File: src/core/tmic_consts.svh
`ifndef TMIC_CONSTS_SVH
`define TMIC_CONSTS_SVH
`define TMIC_OFF_STAT1 16'hA800
`define TMIC_OFF_STAT2 16'hA804
`define TMIC_OFF_MISS1 16'hA818
`define TMIC_OFF_MISS2 16'hA81C
`define TMIC_OFF_IEN1 16'hA840
`define TMIC_OFF_IEN2 16'hA844
`define TMIC_OFF_CTL1 16'hE000
`define TMIC_OFF_CTL2 16'hF000
`define TMIC_STAT_MASK 32'h0000005F
`define TMIC_MISS_LSB 9
`define TMIC_CTL_MASK 32'h000000FF
`define TMIC_RESET_VAL 32'h00000000
`define TMIC_BIT_CEN 0
`define TMIC_BIT_UPDATE_INHIBIT 1
`define TMIC_BIT_URS 2
`define TMIC_BIT_OPM 3
`define TMIC_BIT_DIR 4
`define TMIC_BIT_PERIOD_PRELOAD_ENABLE 7
`define TMIC_SLAVE_TRIGGER 3'h6
`define TMIC_SLAVE_GATED 3'h5
`endif

File: src/core/tmic_pkg.sv
package tmic_pkg;
    typedef struct packed {
        logic period_preload_enable;
        logic [1:0] alignment_select;
        logic dir_down;
        logic single_shot_select;
        logic update_source_select;
        logic update_inhibit;
        logic counter_enable_bit;
    } tmic_ctl_s;
    // Per-timer event inputs from the counter core, all pclk-synchronous
    typedef struct packed {
        logic trig_level;
        logic [2:0] slave_mode;
        logic [3:0] chan_capture;
        logic [3:0] chan_compare;
        logic [3:0] chan_is_capture;
        logic [3:0] ccr_read;
        logic count_down;
        logic overflow;
        logic software_update_request;
        logic slave_update;
    } tmic_evt_s;
endpackage : tmic_pkg

File: src/core/tmic_top.sv
`timescale 1ns/10ps
`include "tmic_consts.svh"
module tmic_top (
    input wire logic pclk,
    input wire logic presetn,
    input wire logic psel,
    input wire logic penable,
    input wire logic pwrite,
    input wire logic [15:0] paddr,
    input wire logic [31:0] pwdata,
    output logic [31:0] prdata,
    output logic pready,
    output logic pslverr,
    input wire tmic_pkg::tmic_evt_s evt [2],
    output tmic_pkg::tmic_ctl_s ctl [2],
    output logic [1:0] irq,
    output logic [1:0] update_event,
    output logic [1:0] shadow_load
);

////////////////////////////////////////////////////////////////////////////////
// APB decode: zero wait states, unmapped addresses answer with pslverr
logic acc;
logic wr;
logic rd;
assign acc = psel & penable;
assign wr = acc & pwrite;
assign rd = acc & ~pwrite;

logic [1:0] sel_stat;
logic [1:0] sel_miss;
logic [1:0] sel_ien;
logic [1:0] sel_ctl;
assign sel_stat = {paddr == `TMIC_OFF_STAT2, paddr == `TMIC_OFF_STAT1};
assign sel_miss = {paddr == `TMIC_OFF_MISS2, paddr == `TMIC_OFF_MISS1};
assign sel_ien = {paddr == `TMIC_OFF_IEN2, paddr == `TMIC_OFF_IEN1};
assign sel_ctl = {paddr == `TMIC_OFF_CTL2, paddr == `TMIC_OFF_CTL1};
logic mapped;
assign mapped = |{sel_stat, sel_miss, sel_ien, sel_ctl};

logic [6:0] stat_q [2];
logic [3:0] miss_q [2];
logic [6:0] ien_q [2];
tmic_pkg::tmic_ctl_s ctl_q [2];
logic [1:0] irq_q;
logic [1:0] upd_q;
logic [1:0] shl_q;
logic [1:0] trig_prev_q;
logic [31:0] prdata_q;
logic pslverr_q;
logic pready_q;

////////////////////////////////////////////////////////////////////////////////
// Per-timer event and flag logic
genvar t;
generate
    for (t = 0; t < 2; t++) begin : g_tim
        logic trig_rise;
        logic trig_fall;
        logic trig_evt;
        logic [3:0] cmp_ok;
        logic [3:0] ch_evt;
        logic upd_src;
        logic upd_evt;
        logic upd_flag;
        logic [6:0] set_stat;
        logic [6:0] clr_stat;
        logic [3:0] clr_miss;
        logic gated;
        logic trig_mode;

        assign gated = evt[t].slave_mode == `TMIC_SLAVE_GATED;
        assign trig_mode = evt[t].slave_mode == `TMIC_SLAVE_TRIGGER;
        assign trig_rise = evt[t].trig_level & ~trig_prev_q[t];
        assign trig_fall = ~evt[t].trig_level & trig_prev_q[t];
        assign trig_evt = trig_rise | (gated & trig_fall);

        // Compare flags in alignment codes 1 and 2 only on the selected counting direction; codes 0 and 3 flag both
        always_comb begin
            unique case (ctl_q[t].alignment_select)
                2'h0: cmp_ok = 4'hF;
                2'h1: cmp_ok = {4{evt[t].count_down}};
                2'h2: cmp_ok = {4{~evt[t].count_down}};
                2'h3: cmp_ok = 4'hF;
            endcase
        end
        assign ch_evt = evt[t].chan_capture | (evt[t].chan_compare & cmp_ok);

        // Update events from overflow, software request or slave reset
        assign upd_src = evt[t].overflow | evt[t].software_update_request | evt[t].slave_update;
        assign upd_evt = upd_src & ~ctl_q[t].update_inhibit;
        // Software and slave updates may be kept out of the flag
        assign upd_flag = upd_evt & (evt[t].overflow | ~ctl_q[t].update_source_select);

        assign set_stat = {trig_evt, 1'b0, ch_evt, upd_flag};
        // Only ones clear; zeros leave the flag alone
        assign clr_stat = (wr & sel_stat[t]) ? pwdata[6:0] : 7'h00;
        assign clr_miss = (wr & sel_miss[t]) ? pwdata[12:9] : 4'h0;

        always_ff @(posedge pclk or negedge presetn) begin
            if (!presetn) begin
                trig_prev_q[t] <= 1'b0;
            end else begin
                trig_prev_q[t] <= evt[t].trig_level;
            end
        end

        always_ff @(posedge pclk or negedge presetn) begin
            if (!presetn) begin
                stat_q[t] <= 7'h00;
            end else begin
                // Set term is ORed last so it beats a same-cycle clear
                stat_q[t] <= ((stat_q[t] & ~clr_stat
                    & ~{2'h0, evt[t].ccr_read & evt[t].chan_is_capture, 1'b0})
                    | set_stat) & 7'h5F;
            end
        end

        always_ff @(posedge pclk or negedge presetn) begin
            if (!presetn) begin
                miss_q[t] <= 4'h0;
            end else begin
                miss_q[t] <= (miss_q[t] & ~clr_miss) | (ch_evt & stat_q[t][4:1]);
            end
        end

        always_ff @(posedge pclk or negedge presetn) begin
            if (!presetn) begin
                ien_q[t] <= 7'h00;
            end else if (wr & sel_ien[t]) begin
                ien_q[t] <= pwdata[6:0] & 7'h5F;
            end
        end

        always_ff @(posedge pclk or negedge presetn) begin
            if (!presetn) begin
                ctl_q[t] <= '0;
            end else if (wr & sel_ctl[t]) begin
                ctl_q[t] <= tmic_pkg::tmic_ctl_s'(pwdata[7:0]);
            end else if (trig_mode & trig_rise) begin
                ctl_q[t].counter_enable_bit <= 1'b1;
            end else if (upd_evt & ctl_q[t].single_shot_select) begin
                ctl_q[t].counter_enable_bit <= 1'b0;
            end
        end

        always_ff @(posedge pclk or negedge presetn) begin
            if (!presetn) begin
                irq_q[t] <= 1'b0;
                upd_q[t] <= 1'b0;
                shl_q[t] <= 1'b0;
            end else begin
                irq_q[t] <= |(stat_q[t] & ien_q[t]);
                upd_q[t] <= upd_evt;
                shl_q[t] <= upd_evt;
            end
        end
    end
endgenerate

////////////////////////////////////////////////////////////////////////////////
// Read data; reserved bits read as zero
always_ff @(posedge pclk or negedge presetn) begin
    if (!presetn) begin
        prdata_q <= `TMIC_RESET_VAL;
        pslverr_q <= 1'b0;
        pready_q <= 1'b0;
    end else begin
        pready_q <= 1'b1;
        // Raised by the setup cycle, so it stands exactly in the access phase
        pslverr_q <= psel & ~penable & ~mapped;
        prdata_q <= 32'h00000000;
        if (psel & ~penable & ~pwrite) begin
            if (paddr == `TMIC_OFF_STAT1) prdata_q <= {25'h0, stat_q[0]};
            if (paddr == `TMIC_OFF_STAT2) prdata_q <= {25'h0, stat_q[1]};
            if (paddr == `TMIC_OFF_MISS1) prdata_q <= {19'h0, miss_q[0], 9'h000};
            if (paddr == `TMIC_OFF_MISS2) prdata_q <= {19'h0, miss_q[1], 9'h000};
            if (paddr == `TMIC_OFF_IEN1) prdata_q <= {25'h0, ien_q[0]};
            if (paddr == `TMIC_OFF_IEN2) prdata_q <= {25'h0, ien_q[1]};
            if (paddr == `TMIC_OFF_CTL1) prdata_q <= {24'h0, ctl_q[0]};
            if (paddr == `TMIC_OFF_CTL2) prdata_q <= {24'h0, ctl_q[1]};
        end
    end
end

assign prdata = prdata_q;
assign pslverr = pslverr_q;
assign pready = pready_q;
assign irq = irq_q;
assign update_event = upd_q;
assign shadow_load = shl_q;
assign ctl = ctl_q;

////////////////////////////////////////////////////////////////////////////////
// Checks

status_set_a: assert property (@(posedge pclk) disable iff (!presetn)
    (g_tim[0].set_stat[0]) |=> stat_q[0][0])
    else $error("update flag lost");
irq_gate_a: assert property (@(posedge pclk) disable iff (!presetn)
    ((stat_q[0] & ien_q[0]) == 7'h00) |=> !irq_q[0])
    else $error("irq without enabled flag");
clear_one_a: assert property (@(posedge pclk) disable iff (!presetn)
    (wr && paddr == `TMIC_OFF_STAT1 && pwdata[6] && !g_tim[0].trig_evt) |=> !stat_q[0][6])
    else $error("trigger flag not cleared");
clear_zero_a: assert property (@(posedge pclk) disable iff (!presetn)
    (wr && paddr == `TMIC_OFF_STAT1 && !pwdata[0] && stat_q[0][0]) |=> stat_q[0][0])
    else $error("flag cleared by zero");
missed_set_a: assert property (@(posedge pclk) disable iff (!presetn)
    (g_tim[0].ch_evt[0] && stat_q[0][1]) |=> miss_q[0][0])
    else $error("missed flag not set");
inhibit_upd_a: assert property (@(posedge pclk) disable iff (!presetn)
    ctl_q[0].update_inhibit |=> !update_event[0])
    else $error("update under inhibit");
oneshot_stop_a: assert property (@(posedge pclk) disable iff (!presetn)
    (g_tim[0].upd_evt && ctl_q[0].single_shot_select && !(wr && sel_ctl[0])
    && !(g_tim[0].trig_mode && g_tim[0].trig_rise)) |=> !ctl_q[0].counter_enable_bit)
    else $error("single shot did not stop");
trig_start_a: assert property (@(posedge pclk) disable iff (!presetn)
    (g_tim[0].trig_mode && g_tim[0].trig_rise && !(wr && sel_ctl[0])) |=> ctl_q[0].counter_enable_bit)
    else $error("trigger did not start counter");
bit5_zero_a: assert property (@(posedge pclk) disable iff (!presetn)
    !stat_q[0][5] && !stat_q[1][5])
    else $error("reserved status bit set");

////////////////////////////////////////////////////////////////////////////////
// Per-timer checks, written from the register map rather than from the flag logic.
// The trigger checks skip the first edge after reset, where the edge detector
// still holds its reset value instead of the level seen one cycle earlier.
// Clear checks leave out cycles with an event on the same flag, since set wins.
generate
    for (t = 0; t < 2; t++) begin : g_chk
        trig_rise_a: assert property (
            @(posedge pclk) disable iff (!presetn)
            $past(presetn) && evt[t].trig_level && !$past(evt[t].trig_level) |=> stat_q[t][6])
            else $error("trigger rise not flagged");

        trig_gated_a: assert property (
            @(posedge pclk) disable iff (!presetn)
            $past(presetn) && evt[t].slave_mode == `TMIC_SLAVE_GATED && !evt[t].trig_level
            && $past(evt[t].trig_level) |=> stat_q[t][6])
            else $error("gated trigger fall not flagged");

        chan_flag_a: assert property (
            @(posedge pclk) disable iff (!presetn)
            evt[t].chan_capture != 4'h0
            |=> (stat_q[t][4:1] & $past(evt[t].chan_capture)) == $past(evt[t].chan_capture))
            else $error("capture event not flagged");

        upd_flag_a: assert property (
            @(posedge pclk) disable iff (!presetn)
            evt[t].overflow && !ctl_q[t].update_inhibit |=> stat_q[t][0])
            else $error("overflow not flagged");

        stat_clear_a: assert property (
            @(posedge pclk) disable iff (!presetn)
            wr && sel_stat[t] && pwdata[1] && !evt[t].chan_capture[0] && !evt[t].chan_compare[0]
            |=> !stat_q[t][1])
            else $error("channel flag not cleared");

        ccr_clear_a: assert property (
            @(posedge pclk) disable iff (!presetn)
            evt[t].ccr_read[0] && evt[t].chan_is_capture[0] && !evt[t].chan_capture[0]
            && !evt[t].chan_compare[0] |=> !stat_q[t][1])
            else $error("value read did not clear flag");

        irq_raise_a: assert property (
            @(posedge pclk) disable iff (!presetn)
            (stat_q[t] & ien_q[t]) != 7'h00 |=> irq[t])
            else $error("enabled flag without irq");

        miss_flag_a: assert property (
            @(posedge pclk) disable iff (!presetn)
            evt[t].chan_capture[3] && stat_q[t][4] |=> miss_q[t][3])
            else $error("missed event not recorded");

        miss_clear_a: assert property (
            @(posedge pclk) disable iff (!presetn)
            wr && sel_miss[t] && pwdata[9] && !evt[t].chan_capture[0] && !evt[t].chan_compare[0]
            |=> !miss_q[t][0])
            else $error("missed flag not cleared");

        miss_keep_a: assert property (
            @(posedge pclk) disable iff (!presetn)
            wr && sel_miss[t] && !pwdata[9] && miss_q[t][0] |=> miss_q[t][0])
            else $error("missed flag cleared by zero");

        // Read data was captured in the setup cycle, so it is held against last cycle's flags
        stat_read_a: assert property (
            @(posedge pclk) disable iff (!presetn)
            rd && sel_stat[t] |-> prdata == {25'h0, $past(stat_q[t])})
            else $error("status read layout wrong");

        miss_read_a: assert property (
            @(posedge pclk) disable iff (!presetn)
            rd && sel_miss[t] |-> prdata == {19'h0, $past(miss_q[t]), 9'h000})
            else $error("missed read layout wrong");

        ien_write_a: assert property (
            @(posedge pclk) disable iff (!presetn)
            wr && sel_ien[t] |=> ien_q[t] == ($past(pwdata[6:0]) & 7'h5F))
            else $error("enable write wrong");

        ctl_write_a: assert property (
            @(posedge pclk) disable iff (!presetn)
            wr && sel_ctl[t] |=> 8'(ctl[t]) == $past(pwdata[7:0]))
            else $error("control write wrong");

        // Compare flags follow the counting direction in alignment codes 1 and 2; code 3 flags both directions
        edge_cmp_a: assert property (
            @(posedge pclk) disable iff (!presetn)
            ctl_q[t].alignment_select == 2'h0 && evt[t].chan_compare[0] |=> stat_q[t][1])
            else $error("edge mode compare not flagged");

        cmp_down_a: assert property (
            @(posedge pclk) disable iff (!presetn)
            ctl_q[t].alignment_select == 2'h1 && !evt[t].count_down && !stat_q[t][1]
            && evt[t].chan_compare[0] && !evt[t].chan_capture[0] |=> !stat_q[t][1])
            else $error("compare flagged while counting up");

        cmp_up_a: assert property (
            @(posedge pclk) disable iff (!presetn)
            ctl_q[t].alignment_select == 2'h2 && evt[t].count_down && !stat_q[t][1]
            && evt[t].chan_compare[0] && !evt[t].chan_capture[0] |=> !stat_q[t][1])
            else $error("compare flagged while counting down");

        cmp_both_a: assert property (
            @(posedge pclk) disable iff (!presetn)
            ctl_q[t].alignment_select == 2'h3 && evt[t].chan_compare[0] |=> stat_q[t][1])
            else $error("compare not flagged in both directions");

        upd_src_a: assert property (
            @(posedge pclk) disable iff (!presetn)
            ctl_q[t].update_source_select && !evt[t].overflow && !stat_q[t][0] |=> !stat_q[t][0])
            else $error("update flag from filtered source");

        upd_out_a: assert property (
            @(posedge pclk) disable iff (!presetn)
            evt[t].overflow && !ctl_q[t].update_inhibit |=> update_event[t] && shadow_load[t])
            else $error("overflow gave no update");
    end
endgenerate

irq_seen_c: cover property (@(posedge pclk) disable iff (!presetn) irq_q[0]);
missed_seen_c: cover property (@(posedge pclk) disable iff (!presetn) miss_q[1] != 4'h0);
oneshot_c: cover property (@(posedge pclk) disable iff (!presetn) $fell(ctl_q[0].counter_enable_bit));
setclr_c: cover property (@(posedge pclk) disable iff (!presetn) g_tim[0].set_stat[0] && g_tim[0].clr_stat[0]);
inhibit_c: cover property (@(posedge pclk) disable iff (!presetn) ctl_q[0].update_inhibit && g_tim[0].upd_src);

endmodule : tmic_top

File: config.mk
export PLATFORM = sky130hd
export DESIGN_NAME = tmic_top
export DESIGN_NICKNAME = d
export VERILOG_FILES = /design/src/core/tmic_pkg.sv /design/src/core/tmic_top.sv
export VERILOG_INCLUDE_DIRS = /design/src /design/src/core
export SDC_FILE = /design/constraint.sdc
export NUM_CORES = 1
export LEC_CHECK = 0
export BUFFER_PORTS_ARGS = -buffer_cell sky130_fd_sc_hd__buf_2
export CORE_MARGIN = 5
export CORE_UTILIZATION = 48
export CTS_CLUSTER_SIZE = 40
export DETAILED_ROUTE_END_ITERATION = 10
export GPL_TIMING_DRIVEN = 0
export PLACE_DENSITY = 0.81
export REMOVE_ABC_BUFFERS = 1
export SYNTH_ARGS = -nofsm -noshare
export SYNTH_HDL_FRONTEND = slang
export SYNTH_SLANG_ARGS = --single-unit
export TNS_END_PERCENT = 100
File: constraint.sdc
create_clock -name pclk -period 1.8 [get_ports pclk]
set_input_delay 0.27 -clock pclk [delete_from_list [all_inputs] [get_ports pclk]]
set_output_delay 0.27 -clock pclk [all_outputs]
set_load 0.02 [all_outputs]
==> flow_summary_export.csv, run 1 <==
group,metric,value,unit
cts,cts_htree_levels,3,
synth,yosys-top-cells-count,"68 x dfrtp_1, 42 x nand2_1, 24 x buf_4",
cells_and_area,finalNetCount,553,
setup_path,cp-start-kind,"flop",
cells_and_area,diodes,0,
floorplanning,start_util,48.9,%
setup_path,worst_path_largest_cell_delay,420,ps
grt,grt.met1_usage,26.7,%
synth,syn_area_per_cell,10.7,µm²
placed_design,place_area,0.00409,mm²
grt,grtUsageTotal,21.0,%
sta,setup_tns,0,ps
floorplanning,dieArea,0.00917,mm²
setup_path,cp-end-kind,"flop",
synth,ys_types,45,
synth,synth_top_area_share,48.2,%
synth,yosysTopAreaCell,"dfrtp_1",
floorplanning,core_area,0.00721,mm²
setup_path,slowest_stage,"dfrtp_1",
cells_and_area,drive_above_1_share,38.9,%
cells_and_area,area_delta_synth_final,21.9,%
floorplanning,die_w,95.8,µm
floorplanning,io_pins,157,
sta,timing.fmax,0.569,GHz
grt,use_met3,4.93,%
grt,grt_pass1_vias,2951,
setup_path,cp_top_family,"compound AO/OA/AOI/OAI gates",
sta,finalSetupViolations,0,
power_and_ir_drop,peakVddDrop,0.597,mV
placed_design,gp_congestion,0.857,
sta,drv_slew,0,
grt,gr-usage-met2,34.9,%
run_status,outcome,"complete, no violations",
routing,vias,2947,
cts,holdBufCountCts,0,
routing,route.detailed.drc,0,
synth,synth-seq-cells,68,
flow_run,cap_viol_max_count,0,
setup_path,rr_endpoint,"miss_q[4]",
cts,clock_sinks,68,
routing,finalWirelength,9250,µm
placed_design,port_buffers,116,
sta,worstMarginPinSlew,844,ps
synth,synth_ff_type,"dfrtp_1",
synth,syn_area,0.00353,mm²
synth,synth_area_leaders,"dfrtp_1 48%, buf_4 5.1%, mux2_2 5.1%",
synth,syn_inst,329,
setup_path,path_class,"flop to flop",
cts,cts_tree,"yes",
cts,clock_latency,340,ps
setup_path,worstPathBufferInverterCount,1,
routing,wl_per_cell,16.8,µm
placed_design,dp_hpwl,7150,µm
setup_path,cp.depth,6,
cells_and_area,fillerInstances,643,
routing,first_iter_violations,146,
synth,synth.most_common_cell,"dfrtp_1",
setup_path,worst_ep_required_time,2020,ps
power_and_ir_drop,p_per_area,674,mW/mm²
sta,rsz0062_at_grt,"yes",
routing,antenna_left,0,
cells_and_area,multiInputGateArea,0.00168,mm²
cts,cts_buffers,9,
synth,seq_area_frac_synth,48.2,%
synth,synthArstFlopShare,100,%
setup_path,path_max_fanout,4,
power_and_ir_drop,power,2900,µW
worst_hold_path,hp-class,"input pin to async pin",
floorplanning,die_y,95.8,µm
sta,finalCritPeriodShare,97.6,%
sta,slew_headroom,43.7,%
synth,yosys_warnings,0,
cells_and_area,finish.instance_area,0.00430,mm²
sta,finClkSkew,5.29,ps
grt,grt_pass1_wl,14500,µm
cells_and_area,ff_latch_area,0.00170,mm²
setup_path,crit_chain,"inv_1 > ha_1 > a211oi_1 > a21oi_2 > a21o_1 > a22o_1",
cts,clk_pin_slew,70,ps
synth,synth-edff-count,0,
setup_path,reg2reg_slack,40,ps
setup_path,timing.rr.start,"ctl[13]",
cts,clockRootBuffer,"clkbuf_8",
floorplanning,rows,31,
setup_path,cp.arrival,1980,ps
cts,clock_path_buffers,2,
sta,whs,36.2,ps
sta,min_period,1760,ps
power_and_ir_drop,p_leak,0.00216,µW
grt,grt_busiest_layer,"met2",
routing,via_per_inst,5.35,
grt,grt_overflow,0,
routing,drt_first_pass_iters,4,
sta,finalHoldViolations,0,
grt,antenna_found_initial,0,
grt,grt_max_degree,69,
setup_path,rr_worst_depth,6,
## kinds of logic (layout without fill, tap and decap cells)
group | after synthesis | after routing | share of synthesized area [%]
AO/OA/AOI/OAI | 61 | 61 | 13.5
AND/OR/NAND/NOR | 121 | 121 | 19.4
other | 2 | 21 | 0.213
flip-flops | 68 | 68 | 48.2
buffers and inverters | 41 | 145 | 7.41
multiplexers | 32 | 32 | 9.85
adder cells (fa/ha/maj) | 4 | 4 | 1.42
## worst max path at each step
| stage | end | slack, ps | startpoint |
|---|---|---|---|
| detailed placement | ctl[10] | -510 | paddr[2] |
| floorplan | ctl[10] | -20 | paddr[9] |
| global route | stat_q[6] | -20 | paddr[12] |
| finish | miss_q[4] | 40 | ctl[13] |
| global placement | ctl[1] | -410 | paddr[2] |
| CTS | miss_q[4] | 3 | ctl[13] |
## area by class of cell
cell class | instances | share of cell area, %
sequential | 68 | 39.5
tap | 99 | 2.88
timing repair buffer | 119 | 14.1
clock inverter | 3 | 0.349
multi-input combinational | 239 | 39.1
inverter | 11 | 0.960
clock buffer | 12 | 3.14
## cell usage in the layout (no fill, tap or decap), types with 2 or more instances in the layout
| master | count |
|---|---|
| buf_2 | 115 |
| dfrtp_1 | 68 |
| nand2_1 | 42 |
| nor2_1 | 22 |
| conb_1 | 21 |
| a22o_1 | 16 |
| mux2_2 | 16 |
| inv_1 | 11 |
| nand3_1 | 11 |
| nor3_1 | 10 |
| mux2i_1 | 10 |
| clkbuf_8 | 9 |
| a21o_1 | 8 |
| a22oi_1 | 8 |
| a31o_2 | 8 |
| mux2_1 | 6 |
| o211ai_1 | 5 |
| nor4b_1 | 4 |
| nand4_1 | 4 |
| a211oi_1 | 4 |
| o21ai_0 | 4 |
| ha_1 | 4 |
| buf_4 | 4 |
| nor4_4 | 3 |
| nand2b_1 | 3 |
| clkinv_2 | 3 |
| clkbuf_1 | 3 |
| a21oi_2 | 2 |
| and4b_1 | 2 |
| and4_2 | 2 |
| nand4_2 | 2 |
| nor2_4 | 2 |
| nor4_1 | 2 |
| a221o_1 | 2 |
| a21oi_1 | 2 |
## state kept, by name, summed over array words and instances, names as in the netlist
signal / count
ctl: 16
prdata: 12
shadow_load: 2
ien_q: 12
irq: 2
trig_prev_q: 2
stat_q: 12
pready: 1
pslverr: 1
miss_q: 8
## worst register-to-register path, cell delays in order (launching register included)
cell,delay [ps]
dfrtp_1,420
inv_1,80
ha_1,300
a211oi_1,260
a21oi_2,140
a21o_1,220
a22o_1,230
## layer usage
layer | vias to the layer above | share of wire [%]
li1 | 1393 | -
met5 | - | 0
met3 | 12 | 7.2
met1 | 1429 | 40
met2 | 113 | 50
met4 | 0 | 2.0
## where the power goes
group | total [µW] | switching (µW) | internal [µW]
Sequential | 1570 | 17.1 | 1550
Combinational | 311 | 196 | 115
Clock | 1020 | 537 | 487
## repair_timing
item / 4_1_cts / 5_1_grt
pin swaps: 1 / 1
setup buffers: 3 / 0
endpoints found under the setup margin: 14 / 37
gates resized for setup: 2 / 9
## stage by stage
step,utilization (%),std cells,worst slack [ps]
3_5_place_dp,56.7,533,-506
4_1_cts,59.2,551,2.69
6_report,59.6,551,43.6
2_1_floorplan,-,318,-19.5
3_3_place_gp,56.6,533,-414
5_1_grt,59.6,551,-23.7
No activity file was read; power rests on OpenSTA's default activity.
==> run 2, diff against run 1 <==
--- a/config.mk
+++ b/config.mk
@@ -8,12 +8,13 @@
 export LEC_CHECK = 0
 export BUFFER_PORTS_ARGS = -buffer_cell sky130_fd_sc_hd__buf_2
 export CORE_MARGIN = 5
-export CORE_UTILIZATION = 48
+export CORE_UTILIZATION = 51
 export CTS_CLUSTER_SIZE = 40
 export DETAILED_ROUTE_END_ITERATION = 10
 export GPL_TIMING_DRIVEN = 0
-export PLACE_DENSITY = 0.81
+export PLACE_DENSITY = 0.85
 export REMOVE_ABC_BUFFERS = 1
+export SKIP_CTS_REPAIR_TIMING = 1
 export SYNTH_ARGS = -nofsm -noshare
 export SYNTH_HDL_FRONTEND = slang
 export SYNTH_SLANG_ARGS = --single-unit
==> constraint.sdc (replaced) <==
create_clock -name pclk -period 2.2 [get_ports pclk]
set_input_delay 0.33 -clock pclk [delete_from_list [all_inputs] [get_ports pclk]]
set_output_delay 0.33 -clock pclk [all_outputs]
set_load 0.02 [all_outputs]
==> run 2 against run 1 <==
  * Clock power fell by 21%
  * Highest routed layer unchanged
  * Cell area fell by 2.3%
  * Largest power group unchanged
  * Final cell count fell by 4.4%
  * Die area fell by 5.3%
  * Largest cell class unchanged
==> flow_summary_export.csv, run 2 (synthesis results as in run 1) <==
group,metric,value,unit
setup_path,cp-end-kind,"flop",
setup_path,timing.rr.start,"ctl[13]",
cts,clk_pin_slew,60,ps
setup_path,rr_endpoint,"miss_q[5]",
routing,route.detailed.drc,0,
cts,cts_htree_levels,3,
grt,antenna_found_initial,0,
floorplanning,core_area,0.00676,mm²
setup_path,cp-start-kind,"input pin",
routing,wl_per_cell,17.2,µm
sta,finClkSkew,4.77,ps
setup_path,setup.worst_path.start,"paddr[2]",
routing,finalWirelength,9060,µm
cells_and_area,mostFrequentLayoutCells,"115 x buf_2, 68 x dfrtp_1, 42 x nand2_1",
sta,setup_slack,223,ps
power_and_ir_drop,p_leak,0.00210,µW
power_and_ir_drop,power,2340,µW
cts,clockRootBuffer,"clkbuf_8",
setup_path,worst_ep_required_time,2420,ps
sta,whs,79.4,ps
floorplanning,rows,30,
power_and_ir_drop,p_per_area,555,mW/mm²
routing,drt_first_pass_iters,4,
power_and_ir_drop,peakVddDrop,0.334,mV
cells_and_area,finalNetCount,550,
setup_path,endpoint,"ctl[10]",
routing,vias,2982,
routing,antenna_left,0,
worst_hold_path,hp-class,"input pin to async pin",
grt,grt_overflow,0,
setup_path,worst_path_largest_cell_delay,650,ps
floorplanning,die_w,93.2,µm
sta,min_period,1980,ps
cts,clock_latency,340,ps
routing,first_iter_violations,146,
grt,grt_pass1_wl,15000,µm
floorplanning,start_util,52.3,%
sta,finalHoldViolations,0,
setup_path,rr_worst_depth,6,
grt,grt_max_degree,69,
cts,clock_sinks,68,
cells_and_area,final_common_cell,"buf_2",
cells_and_area,diodes,0,
sta,finalSetupViolations,0,
placed_design,pre_cts_ws,-127,ps
sta,timing.fmax,0.506,GHz
cells_and_area,area_delta_synth_final,19.1,%
floorplanning,io_pins,157,
cells_and_area,drive_above_1_share,36.2,%
setup_path,reg2reg_slack,430,ps
run_status,outcome,"complete, no violations",
grt,grt_pass1_vias,3169,
sta,finalCritPeriodShare,89.9,%
setup_path,crit_chain,"buf_2 > nor4_2 > nand2_1 > nor4b_4 > mux2_2",
sta,slew_headroom,42.6,%
cts,cts_tree,"yes",
flow_run,cap_viol_max_count,0,
sta,rsz0062_at_grt,"no",
grt,grtUsageTotal,22.3,%
placed_design,gp_congestion,0.859,
routing,via_per_inst,5.66,
cells_and_area,largest_register_ffs,16,
floorplanning,die_y,93.2,µm
cells_and_area,final_util,62.2,%
setup_path,cp.arrival,2200,ps
floorplanning,dieArea,0.00869,mm²
cts,cts_buffers,9,
sta,worstMarginPinSlew,858,ps
sta,drv_slew,0,
placed_design,port_buffers,116,
cts,clock_path_buffers,2,
placed_design,dp_hpwl,7090,µm
setup_path,path_max_fanout,15,
setup_path,path_class,"input pin to flop",
setup_path,slowest_stage,"nor4b_4",
## run 2: power by group
part           internal [µW]  switching, µW  leakage, µW
sequential              1270           14.2     0.000804
clock                    392            411    0.0000694
combinational           93.4            157      0.00123
total                   1750            582      0.00210
## run 2: worst min-delay path by stage
| stage | to | slack (ps) |
|---|---|---|
| after global placement | trig_prev_q[0] | 470 |
| after detailed placement | trig_prev_q[0] | 480 |
| after global routing | trig_prev_q[0] | 140 |
| after floorplan | ctl[0] | 30 |
| after CTS | pready | 120 |
| final | pready | 80 |
## run 2: cell type report
cell class	instances	area, µm²
fillers	568	2550
repair buffers	116	583
clock buffers	13	139
inverters	11	41.3
flip-flops and latches	68	1700
well taps	80	100
multi-input cells	239	1640
## run 2: critical path, delay by kind of cell
kind          cells  cell delay (ps)
simple gates      3             1210
mux               1              410
buf+inv           1              240
## run 2: routing by layer
metal | part of all wire [%] | track usage [%] | wire length [µm] | up-vias
met5 | 0 | 0 | 0 | -
met4 | 2.2 | 10.7 | 200 | 0
met3 | 8.1 | 4.91 | 730 | 16
met2 | 49 | 36.2 | 4440 | 124
met1 | 41 | 28.2 | 3690 | 1462
li1 | - | - | - | 1380
## run 2: stage by stage
stage | std cells | setup TNS (ps) | area, µm²
6_report | 527 | 0 | 4200
3_5_place_dp | 514 | -1220 | 4070
3_3_place_gp | 514 | -578 | 4060
5_1_grt | 527 | 0 | 4200
4_1_cts | 527 | 0 | 4200
2_1_floorplan | 318 | 0 | 3380
